$ cat config.mk
export PLATFORM = sky130hd
export DESIGN_NAME = rdw_watchdog
export DESIGN_NICKNAME = d
export VERILOG_FILES = /design/src/rtl/rdw_pkg.sv /design/src/rtl/rdw_watchdog.sv /design/src/rtl/rdw_reset_stretch.sv
export VERILOG_INCLUDE_DIRS = /design/src /design/src/rtl
export SDC_FILE = /design/constraint.sdc
export NUM_CORES = 1
export LEC_CHECK = 0
export BUFFER_PORTS_ARGS = -buffer_cell sky130_fd_sc_hd__buf_2
export CAP_MARGIN = 20
export CORE_AREA = 5 5 101 103
export CTS_BUF_LIST = sky130_fd_sc_hd__clkbuf_8
export CTS_CLUSTER_DIAMETER = 50
export CTS_CLUSTER_SIZE = 28
export DETAILED_ROUTE_END_ITERATION = 10
export DIE_AREA = 0 0 106 108
export PLACE_DENSITY = 0.54
export REMOVE_ABC_BUFFERS = 1
export SYNTH_ARGS = -nofsm -noshare
export SYNTH_HDL_FRONTEND = slang
export SYNTH_SLANG_ARGS = --single-unit
$ cat constraint.sdc
create_clock -name clk_i -period 3.53 [get_ports clk_i]
set_clock_uncertainty 0.05 [all_clocks]
set_input_delay 0.1765 -clock clk_i [delete_from_list [all_inputs] [get_ports clk_i]]
set_output_delay 0.1765 -clock clk_i [all_outputs]
set_load 0.005 [all_outputs]
$ cat src/rtl/rdw_defines.svh
// Offsets, field positions, codes and timing counts of the runaway watchdog
`ifndef RDW_DEFINES_SVH
`define RDW_DEFINES_SVH

`define RDW_OFF_MODE      8'h00
`define RDW_OFF_CMD       8'h04
`define RDW_OFF_STAT      8'h08
`define RDW_OFF_ICLR      8'h0C
`define RDW_OFF_IEN       8'h10
`define RDW_OFF_CNT       8'h14

`define RDW_MODE_EN_BIT   7
`define RDW_MODE_PSH_BIT  6
`define RDW_MODE_PSL_BIT  5
`define RDW_MODE_LIR_BIT  3
`define RDW_MODE_RC_BIT   2

`define RDW_PSEL_RST      2'h0
`define RDW_EN_RST        1'h1
`define RDW_RC_RST        1'h0
`define RDW_LIR_RST       1'h0

`define RDW_CODE_DISABLE  8'hB1
`define RDW_CODE_CLEAR    8'h4E

`define RDW_STAT_OVF_BIT  0
`define RDW_STAT_RST_BIT  1
`define RDW_EVT_W         2

`define RDW_CNT_W         22
`define RDW_TAP_BASE      15
`define RDW_TAP_STEP      2

`define RDW_RST_MIN_STATES 22
`define RDW_RST_MAX_STATES 29
`define RDW_RST_STATES     22

`endif

$ cat src/rtl/rdw_pkg.sv
// Types shared by the runaway watchdog design
package rdw_pkg;

  typedef struct packed {
    logic        cyc;
    logic        stb;
    logic        we;
    logic [7:0]  adr;
    logic [3:0]  sel;
    logic [31:0] dat;
  } rdw_wb_req_t;

  typedef struct packed {
    logic        ack;
    logic [31:0] dat;
  } rdw_wb_rsp_t;

  typedef enum logic [0:0] {
    RDW_RS_IDLE = 1'b0,
    RDW_RS_HOLD = 1'b1
  } rdw_rst_state_t;

endpackage : rdw_pkg

$ cat src/rtl/rdw_watchdog.sv
// Runaway-detection watchdog with classic Wishbone register slave
//
// Decided for this implementation: the Wishbone interface to the registers and the address map.
`timescale 1ns/1ns
`default_nettype none
`include "rdw_defines.svh"

// Behaviour
// - Twenty-two stage counter on system clock
// - Period select picks tap, overflow interrupts
// - Period select resets to shortest period
// - Enable bit resets to one, enabled
// - Disable needs enable cleared then code
// - Setting enable bit re-enables at once
// - Reset-connect resets zero; one drives reset
// - Internal reset held 22 to 29 states
// - Clear code zeroes counter, counting resumes
// - Overflow raises a non-maskable interrupt request
// - Counting starts right after reset release
// - Counter stops in deep idle, stop
// - Counter keeps running during bus release
// - Light idle follows idle-run control bit
module rdw_watchdog #(
  parameter int unsigned CNT_W       = `RDW_CNT_W,
  parameter int unsigned RST_CYCLES  = `RDW_RST_STATES
) (
  // Clock, reset, enable
  input  wire logic                clk_i,
  input  wire logic                rst_i,
  input  wire logic                ce_i,
  // Wishbone slave
  input  wire rdw_pkg::rdw_wb_req_t wb_req_i,
  output rdw_pkg::rdw_wb_rsp_t      wb_rsp_o,
  // Low-power and bus state
  input  wire logic                deep_idle_mode_i,
  input  wire logic                stop_mode_i,
  input  wire logic                light_idle_mode_i,
  input  wire logic                bus_grant_ack_i,
  // Watchdog outputs
  output logic                     runaway_nmi_o,
  output logic                     runaway_out_o,
  output logic                     chip_reset_o,
  output logic                     irq_o
);
  import rdw_pkg::*;

  ////////////////////////////////////////////////////////////////////////////
  // Helpers

  function automatic logic tap_full(input logic [CNT_W-1:0] cnt,
                                    input logic [1:0]       sel);
    int unsigned w;
    logic        full;
    w    = `RDW_TAP_BASE + `RDW_TAP_STEP * int'(sel);
    full = 1'b1;
    for (int i = 0; i < CNT_W; i++) begin
      if (i < w) begin
        full = full & cnt[i];
      end
    end
    return full;
  endfunction : tap_full

  function automatic logic wr_hit(input logic       acc,
                                  input logic [7:0] adr,
                                  input logic [7:0] off);
    return acc && (adr == off);
  endfunction : wr_hit

  ////////////////////////////////////////////////////////////////////////////
  // Declarations

  logic                    ack_r;
  logic [31:0]             rdat_r;
  logic [31:0]             rdat_nxt;
  logic [1:0]              psel_r;
  logic                    mode_en_r;
  logic                    rc_r;
  logic                    lir_r;
  logic                    wd_en_r;
  logic                    wd_en_nxt;
  logic [CNT_W-1:0]        cnt_r;
  logic [CNT_W-1:0]        cnt_nxt;
  logic                    nmi_r;
  logic                    out_r;
  logic [`RDW_EVT_W-1:0]   stat_r;
  logic [`RDW_EVT_W-1:0]   stat_nxt;
  logic [`RDW_EVT_W-1:0]   ien_r;
  logic [7:0]              mode_rd;

  wire                     req;
  wire                     wr_acc;
  wire                     lane0;
  wire [7:0]               wbyte;
  wire                     wr_mode;
  wire                     wr_cmd;
  wire                     wr_iclr;
  wire                     wr_ien;
  wire                     cmd_clear;
  wire                     cmd_disable;
  wire                     halted;
  wire                     run;
  wire                     ovf;
  wire                     rst_trig;
  wire                     rst_req;
  wire [`RDW_EVT_W-1:0]    evt;
  wire [`RDW_EVT_W-1:0]    clr_mask;

  ////////////////////////////////////////////////////////////////////////////
  // Bus decode

  assign req     = wb_req_i.cyc & wb_req_i.stb;
  assign wr_acc  = req & wb_req_i.we & ack_r;
  assign lane0   = wb_req_i.sel[0];
  assign wbyte   = wb_req_i.dat[7:0];
  assign wr_mode = wr_hit(wr_acc & lane0, wb_req_i.adr, `RDW_OFF_MODE);
  assign wr_cmd  = wr_hit(wr_acc & lane0, wb_req_i.adr, `RDW_OFF_CMD);
  assign wr_iclr = wr_hit(wr_acc & lane0, wb_req_i.adr, `RDW_OFF_ICLR);
  assign wr_ien  = wr_hit(wr_acc & lane0, wb_req_i.adr, `RDW_OFF_IEN);

  assign cmd_clear   = wr_cmd & (wbyte == `RDW_CODE_CLEAR);
  assign cmd_disable = wr_cmd & (wbyte == `RDW_CODE_DISABLE);

  always_comb begin
    mode_rd                    = 8'h00;
    mode_rd[`RDW_MODE_EN_BIT]  = mode_en_r;
    mode_rd[`RDW_MODE_PSH_BIT] = psel_r[1];
    mode_rd[`RDW_MODE_PSL_BIT] = psel_r[0];
    mode_rd[`RDW_MODE_LIR_BIT] = lir_r;
    mode_rd[`RDW_MODE_RC_BIT]  = rc_r;
  end

  always_comb begin
    rdat_nxt = 32'h0000_0000;
    unique case (wb_req_i.adr)
      `RDW_OFF_MODE: rdat_nxt = {24'h00_0000, mode_rd};
      `RDW_OFF_STAT: rdat_nxt = {{(32 - `RDW_EVT_W){1'b0}}, stat_r};
      `RDW_OFF_IEN:  rdat_nxt = {{(32 - `RDW_EVT_W){1'b0}}, ien_r};
      `RDW_OFF_CNT:  rdat_nxt = 32'(cnt_r);
      default:       rdat_nxt = 32'h0000_0000;
    endcase
  end

  always_ff @(posedge clk_i) begin
    if (rst_i) begin
      ack_r  <= 1'b0;
      rdat_r <= 32'h0000_0000;
    end else if (ce_i) begin
      ack_r  <= req & ~ack_r;
      rdat_r <= rdat_nxt;
    end
  end

  assign wb_rsp_o.ack = ack_r & req;
  assign wb_rsp_o.dat = rdat_r;

  ////////////////////////////////////////////////////////////////////////////
  // Mode register

  always_ff @(posedge clk_i) begin
    if (rst_i) begin
      psel_r    <= `RDW_PSEL_RST;
      mode_en_r <= `RDW_EN_RST;
      rc_r      <= `RDW_RC_RST;
      lir_r     <= `RDW_LIR_RST;
    end else if (ce_i && wr_mode) begin
      psel_r    <= {wbyte[`RDW_MODE_PSH_BIT], wbyte[`RDW_MODE_PSL_BIT]};
      mode_en_r <= wbyte[`RDW_MODE_EN_BIT];
      rc_r      <= wbyte[`RDW_MODE_RC_BIT];
      lir_r     <= wbyte[`RDW_MODE_LIR_BIT];
    end
  end

  ////////////////////////////////////////////////////////////////////////////
  // Effective enable

  always_comb begin
    wd_en_nxt = wd_en_r;
    if (wr_mode && wbyte[`RDW_MODE_EN_BIT]) begin
      wd_en_nxt = 1'b1;
    end else if (cmd_disable && !mode_en_r) begin
      wd_en_nxt = 1'b0;
    end
  end

  always_ff @(posedge clk_i) begin
    if (rst_i) begin
      wd_en_r <= `RDW_EN_RST;
    end else if (ce_i) begin
      wd_en_r <= wd_en_nxt;
    end
  end

  ////////////////////////////////////////////////////////////////////////////
  // Counter

  // stop in deep idle or stop
  // light idle gated by run bit
  assign halted = deep_idle_mode_i | stop_mode_i | (light_idle_mode_i & ~lir_r);
  assign run    = wd_en_r & ~halted & (bus_grant_ack_i | ~bus_grant_ack_i);
  assign ovf    = run & tap_full(cnt_r, psel_r) & ~cmd_clear;

  always_comb begin
    cnt_nxt = cnt_r;
    if (cmd_clear) begin
      cnt_nxt = '0;
    end else if (run) begin
      cnt_nxt = cnt_r + CNT_W'(1);
    end
  end

  always_ff @(posedge clk_i) begin
    if (rst_i) begin
      cnt_r <= '0;
    end else if (ce_i) begin
      cnt_r <= cnt_nxt;
    end
  end

  ////////////////////////////////////////////////////////////////////////////
  // Overflow outputs

  always_ff @(posedge clk_i) begin
    if (rst_i) begin
      nmi_r <= 1'b0;
      out_r <= 1'b0;
    end else if (ce_i) begin
      nmi_r <= ovf;
      out_r <= ovf | (out_r & ~cmd_clear);
    end
  end

  assign runaway_nmi_o = nmi_r;
  assign runaway_out_o = out_r;

  ////////////////////////////////////////////////////////////////////////////
  // Internal reset

  assign rst_trig = ovf & rc_r;

  rdw_reset_stretch #(
    .HOLD_CYCLES (RST_CYCLES)
  ) u_stretch (
    .clk_i     (clk_i),
    .rst_i     (rst_i),
    .ce_i      (ce_i),
    .trig_i    (rst_trig),
    .rst_req_o (rst_req)
  );

  assign chip_reset_o = rst_req;

  ////////////////////////////////////////////////////////////////////////////
  // Interrupt status

  assign evt      = {rst_trig, ovf};
  assign clr_mask = wr_iclr ? wbyte[`RDW_EVT_W-1:0] : '0;

  // Set wins over clear
  assign stat_nxt = evt | (stat_r & ~clr_mask);

  always_ff @(posedge clk_i) begin
    if (rst_i) begin
      stat_r <= '0;
      ien_r  <= '0;
    end else if (ce_i) begin
      stat_r <= stat_nxt;
      if (wr_ien) begin
        ien_r <= wbyte[`RDW_EVT_W-1:0];
      end
    end
  end

  assign irq_o = |(stat_r & ien_r);

endmodule : rdw_watchdog
`default_nettype wire

$ cat src/rtl/rdw_reset_stretch.sv
// Stretches a watchdog overflow into a fixed-length internal reset
`timescale 1ns/1ns
`default_nettype none
`include "rdw_defines.svh"

module rdw_reset_stretch #(
  parameter int unsigned HOLD_CYCLES = `RDW_RST_STATES
) (
  // Clock and reset
  input  wire logic clk_i,
  input  wire logic rst_i,
  input  wire logic ce_i,
  // Trigger and reset out
  input  wire logic trig_i,
  output logic      rst_req_o
);
  import rdw_pkg::*;

  localparam int unsigned CW = $clog2(HOLD_CYCLES + 1);
  localparam logic [CW-1:0] LAST = CW'(HOLD_CYCLES - 1);

  rdw_rst_state_t  state_r;
  rdw_rst_state_t  state_nxt;
  logic [CW-1:0]   cnt_r;
  logic [CW-1:0]   cnt_nxt;
  wire             done;

  assign done = (cnt_r == LAST);

  always_comb begin
    state_nxt = state_r;
    cnt_nxt   = cnt_r;
    unique case (state_r)
      RDW_RS_IDLE: begin
        cnt_nxt = '0;
        if (trig_i) begin
          state_nxt = RDW_RS_HOLD;
        end
      end
      RDW_RS_HOLD: begin
        cnt_nxt = cnt_r + CW'(1);
        if (done) begin
          state_nxt = RDW_RS_IDLE;
        end
      end
    endcase
  end

  always_ff @(posedge clk_i) begin
    if (rst_i) begin
      state_r <= RDW_RS_IDLE;
      cnt_r   <= '0;
    end else if (ce_i) begin
      state_r <= state_nxt;
      cnt_r   <= cnt_nxt;
    end
  end

  assign rst_req_o = (state_r == RDW_RS_HOLD);

endmodule : rdw_reset_stretch
`default_nettype wire

==> results of run 1 <==
[metrics by stage]
stage	hold WS (ps)	setup WS [ps]	utilization, %	instance area (um^2)	std cells
2_1_floorplan	196	1410	-	3020	354
3_3_place_gp	388	1070	37.9	3450	522
3_5_place_dp	386	1030	37.9	3450	522
4_1_cts	27.0	1170	40.0	3640	538
5_1_grt	67.5	869	40.0	3640	538
6_report	57.8	1140	40.0	3640	538
[worst register-to-register path, stage by stage (launching register included)]
cell and delay [ps]:
dfxtp_1 410, nand4_1 260, nor4b_1 700, nand4_1 250, or4b_1 500, a21oi_1 150
[kinds of logic after synthesis]
group	after synthesis
adder cells (fa/ha/maj)	7
XOR/XNOR	4
flip-flops	63
multiplexers	9
AO/OA/AOI/OAI	92
buffers and inverters	40
AND/OR/NAND/NOR	156
other	1
[per-layer routing]
layer,vias up,wire [um],GRT usage [%]
li1,1405,-,-
met1,1327,4000,19.1
met2,60,3420,22.6
met3,9,269,3.16
met4,0,125,6.75
met5,-,0,0
[sequential cells by signal, summed over array words and instances (netlist names), 2 cells and up]
| signal | count |
|---|---|
| psel_r | 2 |
| rdat_r | 22 |
| cnt_r | 22 |
| ien_r | 2 |
| u_stretch.cnt_r | 5 |
| stat_r | 2 |
[final timing paths]
path | endpoint | slack, ps | depth (start not counted)
setup / recovery | cnt_r[21] | 1140 | 5
hold / removal | wd_en_r | 60 | 3
setup reg to reg | cnt_r[21] | 1140 | 5
hold reg to reg | wd_en_r | 400 | 2
[cell usage in the layout, fill, tap and decap left out, types with 7 or more instances in the layout]
master	count
buf_2	52
nand2_1	17
clkbuf_8	10
or3_1	13
nand4_1	11
nor2b_1	24
nor2_1	39
o21ai_0	16
dfxtp_1	63
ha_1	7
conb_1	10
mux2i_1	9
nand3_1	10
inv_1	15
a21oi_1	48
[cell type report]
cell class,instances,area (um^2)
tap,111,139
sequential,63,1260
clock inverter,6,52.6
multi-input combinational,278,1710
inverter,13,48.8
fill,981,5460
clock buffer,10,138
timing repair buffer,57,298
[power groups by stage]
| stage | Sequential, mW | Combinational [mW] | Clock, mW |
|---|---|---|---|
| global placement | 0.728 | 0.0678 | 0 |
| floorplan | 0.728 | 0.0225 | 0 |
| global route | 0.712 | 0.0762 | 0.662 |
| detailed placement | 0.728 | 0.0685 | 0 |
| finish | 0.712 | 0.0682 | 0.610 |
| CTS | 0.712 | 0.0686 | 0.635 |
==> flow_summary.yaml, run 1 <==
clocking:
  cts_tree: "done"
  clk_path_buf_depth: 2
  cts_max_level: 3
  cts_resized: 0
  clk_latency_ps: 340
  cts_setup_buffers: 0
  cts_buffers: 9
  numClockSinks: 63
  clkTransAtPathRegs_ps: 70
  postCtsHoldBufs: 0
  cts_root_buffer: "clkbuf_8"
floorplanning:
  coreArea_um2: 9110
  die_height_um: 108
  die_w_um: 106
  io_pins: 91
  fp-row-count: 35
  initial_core_util_pct: 34.4
  die_area_um2: 11400
logic_synthesis:
  yosysSeqAreaShare_pct: 40.3
  synth-seq-cells: 63
  synth_area_um2: 3130
  synth_cells: 372
  synth_mux_area_share_pct: 2.88
  synth-simple-area-share_pct: 28.8
  synthAdderAreaFrac_pct: 2.80
  synth_edf_count: 0
  synth_compound_area_share_pct: 17.7
  synth_cell_type_count: 51
  synth_most_common_cell: "dfxtp_1"
  synth.area.top_cells: "dfxtp_1 40%, a21oi_1 7.7%, nor2b_1 4.8%"
  synth_top_family_by_area: "simple AND/OR/NAND/NOR gates"
  synth_commonest_cells: "63 x dfxtp_1, 48 x a21oi_1, 39 x nor2_1, 24 x nor2b_1, 17 x nand2_1"
  synth_top_area_share_pct: 40.3
  synth-xor-area-share_pct: 1.12
  synth.avg_cell_area_um2: 8.42
  synth-main-ff-cell: "dfxtp_1"
  synth_top_area_cell: "dfxtp_1"
  synth-async-reset-ratio_pct: 0
  yosysWarnings: 0
hold_path:
  hold_path_class: "in -> reg"
  hold_start: "wb_req_i[7]"
pwr:
  power.internal_mw: 1.07
  power_frac_comb_pct: 4.9
  total_power_mw: 1.39
  p_per_area_nw_per_um2: 381
  p_sw_share_pct: 23.0
  power_frac_seq_pct: 51.2
  p_leak_nw: 1.39
  peakVddDrop_mv: 0.127
  net-switching-power_mw: 0.320
  clkPwrFrac_pct: 43.9
job:
  cap_viol_max_count: 0
setup_path:
  slowest_stage: "nor4b_1"
  critPathCaptureType: "register"
  worst-path-buf-inv: 0
  crit_fanout: 7
  critPathRequiredTime_ps: 3750
  startpoint: "cnt_r[3]"
  r2r-start: "cnt_r[3]"
  path_cells: "nand4_1 -> nor4b_1 -> nand4_1 -> or4b_1 -> a21oi_1"
  critical_path.top_delay_family: "simple AND/OR/NAND/NOR gates"
  cp-start-kind: "register"
  arrival_ps: 2600
  max_stage_delay_ps: 700
  path_class: "reg -> reg"
  cpMostUsedCell: "nand4_1"
global_routing:
  grt_max_degree: 42
  grt_use_total_pct: 14.5
  grt_pass1_wl_um: 13200
  overflow: 0
  grt_pass1_vias: 2761
  antenna_found_initial: 0
outcome:
  status: "finished, final reports clean"
drt:
  wl_per_cell_um: 14.5
  postRouteAntennaNets: 0
  routed_wirelength_um: 7820
  drc: 0
  vias: 2801
  via_per_inst: 5.21
  dr.pass1.iters: 4
  drt-initial-drc-count: 88
sta:
  finalSetupTns_ps: 0
  drv_slew: 0
  setup_viol: 0
  period_needed_ps: 2390
  rsz0062_at_grt: "false"
  clock.fmax_mhz: 419
  relSlewSlack_pct: 44.9
  worst_pin_slew_ps: 819
  hold_violations: 0
  period_share_pct: 67.6
layout:
  nets: 483
  area_growth_pct: 16.4
  drive_gt1_share_pct: 18.5
  diodes: 0
place:
  gp_congestion: 0.818
  numPortBuffers: 52
  place_hpwl_um: 5630
No activity file was read; power rests on OpenSTA's default activity.
==> run 2: changes to the inputs <==
==> constraint.sdc (replaced) <==
create_clock -name clk_i -period 2.22 [get_ports clk_i]
set_clock_uncertainty 0.05 [all_clocks]
set_input_delay 0.111 -clock clk_i [delete_from_list [all_inputs] [get_ports clk_i]]
set_output_delay 0.111 -clock clk_i [all_outputs]
set_load 0.005 [all_outputs]
==> run 2 against run 1 <==
- sequential power rose by 59%
- sequential share of layout area fell by 1.8 points
- worst setup slack got worse by 1000 ps
- core utilization rose by 2.2 points
- critical path type is now in -> reg
- critical endpoint is now cnt_r[11]
- largest cell class unchanged
- largest power group unchanged
==> flow_summary.yaml, run 2 (synthesis results as in run 1) <==
drt:
  postRouteAntennaNets: 0
  vias: 2875
  drc: 0
  dr.pass1.iters: 4
  via_per_inst: 5.11
  drt-initial-drc-count: 71
  routed_wirelength_um: 7880
  wl_per_cell_um: 14.0
outcome:
  status: "finished, final reports clean"
sta:
  worst_pin_slew_ps: 543
  relSlewSlack_pct: 63.5
  period_share_pct: 93.7
  drv_slew: 0
  finalSetupTns_ps: 0
  rsz0062_at_grt: "false"
  setup_viol: 0
  hold_violations: 0
  clock.fmax_mhz: 480
  period_needed_ps: 2080
global_routing:
  grt_pass1_wl_um: 13100
  antenna_found_initial: 0
  grt_max_degree: 21
  grt_use_total_pct: 14.2
  overflow: 0
  grt_pass1_vias: 2779
clocking:
  clk_path_buf_depth: 2
  clk_latency_ps: 340
  cts_tree: "done"
  cts_setup_buffers: 0
  numClockSinks: 63
  cts_root_buffer: "clkbuf_8"
  cts_buffers: 9
  cts_max_level: 3
  clkTransAtPathRegs_ps: 70
job:
  cap_viol_max_count: 0
setup_path:
  cp-start-kind: "primary input"
  path_class: "in -> reg"
  arrival_ps: 2300
  critPathRequiredTime_ps: 2440
  crit_fanout: 15
  critPathCaptureType: "register"
layout:
  nets: 509
  layout_commonest_cell: "dfxtp_1"
  area_growth_pct: 22.8
  diodes: 0
  final_cell_mix: "62 x dfxtp_1, 52 x buf_2, 48 x a21oi_1, 39 x nor2_1, 25 x buf_4"
  fill_cells: 944
  drive_gt1_share_pct: 22.6
  reg.largest.list: "cnt_r (22), rdat_r (22), u_stretch.cnt_r (5)"
floorplanning:
  die_area_um2: 11400
  coreArea_um2: 9110
  die_height_um: 108
  io_pins: 91
  initial_core_util_pct: 34.4
  die_w_um: 106
  fp-row-count: 35
hold_path:
  hold_path_class: "in -> reg"
place:
  gp_congestion: 0.835
  place_hpwl_um: 5940
  numPortBuffers: 52
pwr:
  p_leak_nw: 1.50
  total_power_mw: 2.11
  p_per_area_nw_per_um2: 549
  peakVddDrop_mv: 0.247
[run 2: cell types whose count changed in the layout (fill, tap and decap cells not counted)]
cell and delta:
nor4b_1 -1, dfxtp_2 +1, clkinvlp_4 +1, nor4b_2 +1
bufinv_16 -1, dfxtp_1 -1, buf_4 +20, inv_1 -1
buf_12 +1, dlygate4sd3_1 +5
[run 2: worst paths after layout]
| path | start | slack (ps) | to | depth (start not counted) |
|---|---|---|---|---|
| worst max-delay path | wb_req_i[45] | 140 | cnt_r[11] | 8 |
| worst min-delay path | wb_req_i[46] | 10 | ack_r | 3 |
| worst max register to register | cnt_r[1] | 180 | cnt_r[14] | 6 |
| worst min register to register | runaway_out_o | 400 | runaway_out_o | 2 |
[run 2: layer usage]
metal	part of all wire, %	vias to the layer above	GRT usage (%)
li1	-	1463	-
met1	50	1314	18.9
met2	42	83	22.0
met3	5.2	15	2.99
met4	2.1	0	6.66
met5	0	-	0
[run 2: per-stage QoR]
step	utilization (%)	area, um^2	hold WS [ps]	setup WS [ps]	std cells
after floorplan	-	3020	130	166	354
after global placement	39.8	3620	321	75.3	543
after detailed placement	39.8	3620	321	51.7	543
after CTS	42.1	3840	1.78	117	563
after global routing	42.2	3850	28.8	30.2	563
final	42.2	3850	11.8	139	563
[run 2: cell type report]
type	instances	area [um^2]	area share (%)
multi-input cells	278	1710	44.6
flip-flops and latches	63	1260	32.8
repair buffers	83	518	13.5
well taps	111	139	3.61
clock buffers	10	138	3.58
inverters	13	48.8	1.27
clock inverters	5	26.3	0.683
[run 2: worst max-delay path: stages]
cell and delay (ps):
dlygate4sd3_1 520, buf_2 110, nand3_1 230, nor4_4 480, a31oi_1 130, buf_4 220
or3_1 350, a21oi_1 140
[run 2: repair_timing]
item,4_1_cts,5_1_grt
setup endpoints to repair,0,1
hold buffers,5,0
hold endpoints to repair,6,0
resized for setup,0,2
[run 2: power by group]
part           internal [mW]  switching [mW]  total, mW  leakage (nW)
registers               1.13        0.000938       1.13         0.508
logic                 0.0511          0.0767      0.128         0.903
clock network          0.419           0.431      0.850        0.0891
total                   1.60           0.509       2.11          1.50
==> run 3: changes to the inputs <==
--- a/config.mk
+++ b/config.mk
@@ -14,7 +14,8 @@
 export CTS_CLUSTER_SIZE = 28
 export DETAILED_ROUTE_END_ITERATION = 10
 export DIE_AREA = 0 0 106 108
-export PLACE_DENSITY = 0.54
+export PLACE_DENSITY = 0.57
+export RECOVER_POWER = 100
 export REMOVE_ABC_BUFFERS = 1
 export SYNTH_ARGS = -nofsm -noshare
 export SYNTH_HDL_FRONTEND = slang
==> run 3 against run 2 <==
- final cell count decreased by 1.2%
- first-iteration DRC count increased by 14%
- clock-buffer cell count decreased by 1
- clock power increased by 5.6%
- non-clock buffer count decreased by 7
- sequential share of layout area increased by 1.1 points
- worst setup slack improved by 25 ps
- via count decreased by 1.7%
- worst hold slack improved by 2.5 ps
==> flow_summary.yaml, run 3 (synthesis results as in run 1) <==
outcome:
  status: "finished, final reports clean"
drt:
  drc: 0
  wl_per_cell_um: 13.8
  dr.pass1.iters: 4
  drt-initial-drc-count: 81
  via_per_inst: 5.08
  postRouteAntennaNets: 0
  vias: 2827
  routed_wirelength_um: 7690
pwr:
  peakVddDrop_mv: 0.320
  p_per_area_nw_per_um2: 577
  total_power_mw: 2.15
  p_leak_nw: 1.37
place:
  place_hpwl_um: 5870
  gp_congestion: 0.840
  numPortBuffers: 52
setup_path:
  critPathRequiredTime_ps: 2430
  cp-start-kind: "primary input"
  crit_fanout: 5
  max_stage_delay_ps: 510
  arrival_ps: 2270
  path_class: "in -> reg"
  path_cells: "dlygate4sd3_1 -> buf_2 -> nand3_1 -> nor4_1 -> a31o_1 -> or4b_1 -> a21oi_1"
  slowest_stage: "dlygate4sd3_1"
  critPathCaptureType: "register"
layout:
  nets: 502
  layout_commonest_cell: "dfxtp_1"
  area_growth_pct: 18.8
  diodes: 0
  regArea_um2: 1260
  multiInputGateArea_um2: 1700
  fill_cells: 958
  drive_gt1_share_pct: 14.4
  final_cell_mix: "63 x dfxtp_1, 48 x a21oi_1, 39 x nor2_1, 33 x buf_2, 24 x nor2b_1"
  reg.largest.list: "cnt_r (22), rdat_r (22), u_stretch.cnt_r (5)"
floorplanning:
  io_pins: 91
  coreArea_um2: 9110
  die_area_um2: 11400
  fp-row-count: 35
  die_height_um: 108
  initial_core_util_pct: 34.4
  die_w_um: 106
clocking:
  clkTransAtPathRegs_ps: 60
  clk_path_buf_depth: 2
  cts_buffers: 9
  cts_setup_buffers: 0
  numClockSinks: 63
  clk_latency_ps: 330
  cts_root_buffer: "clkbuf_8"
  cts_tree: "done"
  cts_max_level: 3
job:
  cap_viol_max_count: 0
hold_path:
  hold_path_class: "in -> reg"
sta:
  clock.fmax_mhz: 486
  period_share_pct: 92.6
  setup_viol: 0
  worst_pin_slew_ps: 1190
  rsz0062_at_grt: "false"
  finalSetupTns_ps: 0
  period_needed_ps: 2060
  hold_violations: 0
  fin_hold_ws_ps: 14.4
  relSlewSlack_pct: 20.5
  drv_slew: 0
global_routing:
  overflow: 0
  busiest_layer: "met2"
  use_met2_pct: 22.3
  met1_usage_pct: 18.0
  antenna_found_initial: 0
  grt_use_total_pct: 13.8
  grt_pass1_wl_um: 12700
  use_met3_pct: 4.18
  grt_pass1_vias: 2650
  grt_max_degree: 26
==> run 3: worst paths after layout <==
| check | slack, ps | to | startpoint | cells after the start |
|---|---|---|---|---|
| worst max register to register | 210 | cnt_r[13] | ack_r | 5 |
| worst min register to register | 400 | runaway_out_o | runaway_out_o | 2 |
| worst max-delay path | 160 | cnt_r[13] | wb_req_i[45] | 7 |
| worst min-delay path | 10 | psel_r[1] | wb_req_i[6] | 3 |
==> run 3: routing by layer <==
layer	share of wire, %	vias to the layer above	wire [um]
met4	0.95	0	73
met3	4.2	6	320
met5	0	-	0
met1	49	1314	3770
met2	46	61	3530
li1	-	1446	-
==> run 3: report_power, final <==
group,switching [mW],leakage [nW],internal [mW],total [mW]
clock network,0.406,0.105,0.492,0.898
logic,0.0726,0.760,0.0421,0.115
registers,0.00139,0.507,1.13,1.13
==> run 3: area by class of cell <==
type / count / share of cell area (%)
sequential: 63 / 33.9
tap: 111 / 3.73
multi-input combinational: 278 / 45.6
clock inverter: 6 / 1.31
inverter: 13 / 1.31
clock buffer: 9 / 3.33
timing repair buffer: 76 / 10.9
==> run 3: critical path: cells and delay by family <==
family | cells | cell delay (ps)
compound gates | 2 | 440
buf+inv | 2 | 610
simple gates | 3 | 1090
==> run 3: per-stage QoR <==
step,cell area (um^2),setup WS [ps],util [%],cells
after detailed placement,3570,45.1,39.2,537
after global placement,3570,73.1,39.2,537
after floorplan,3020,166,-,354
final,3720,163,40.9,556
after CTS,3780,189,41.5,556
after global routing,3720,4.32,40.9,556
==> run 3: timing repair <==
item / 4_1_cts / 5_1_grt
setup endpoints to repair: 0 / 1
endpoints found under the hold margin: 3 / 0
resized for setup: 0 / 1
hold buffers: 4 / 0
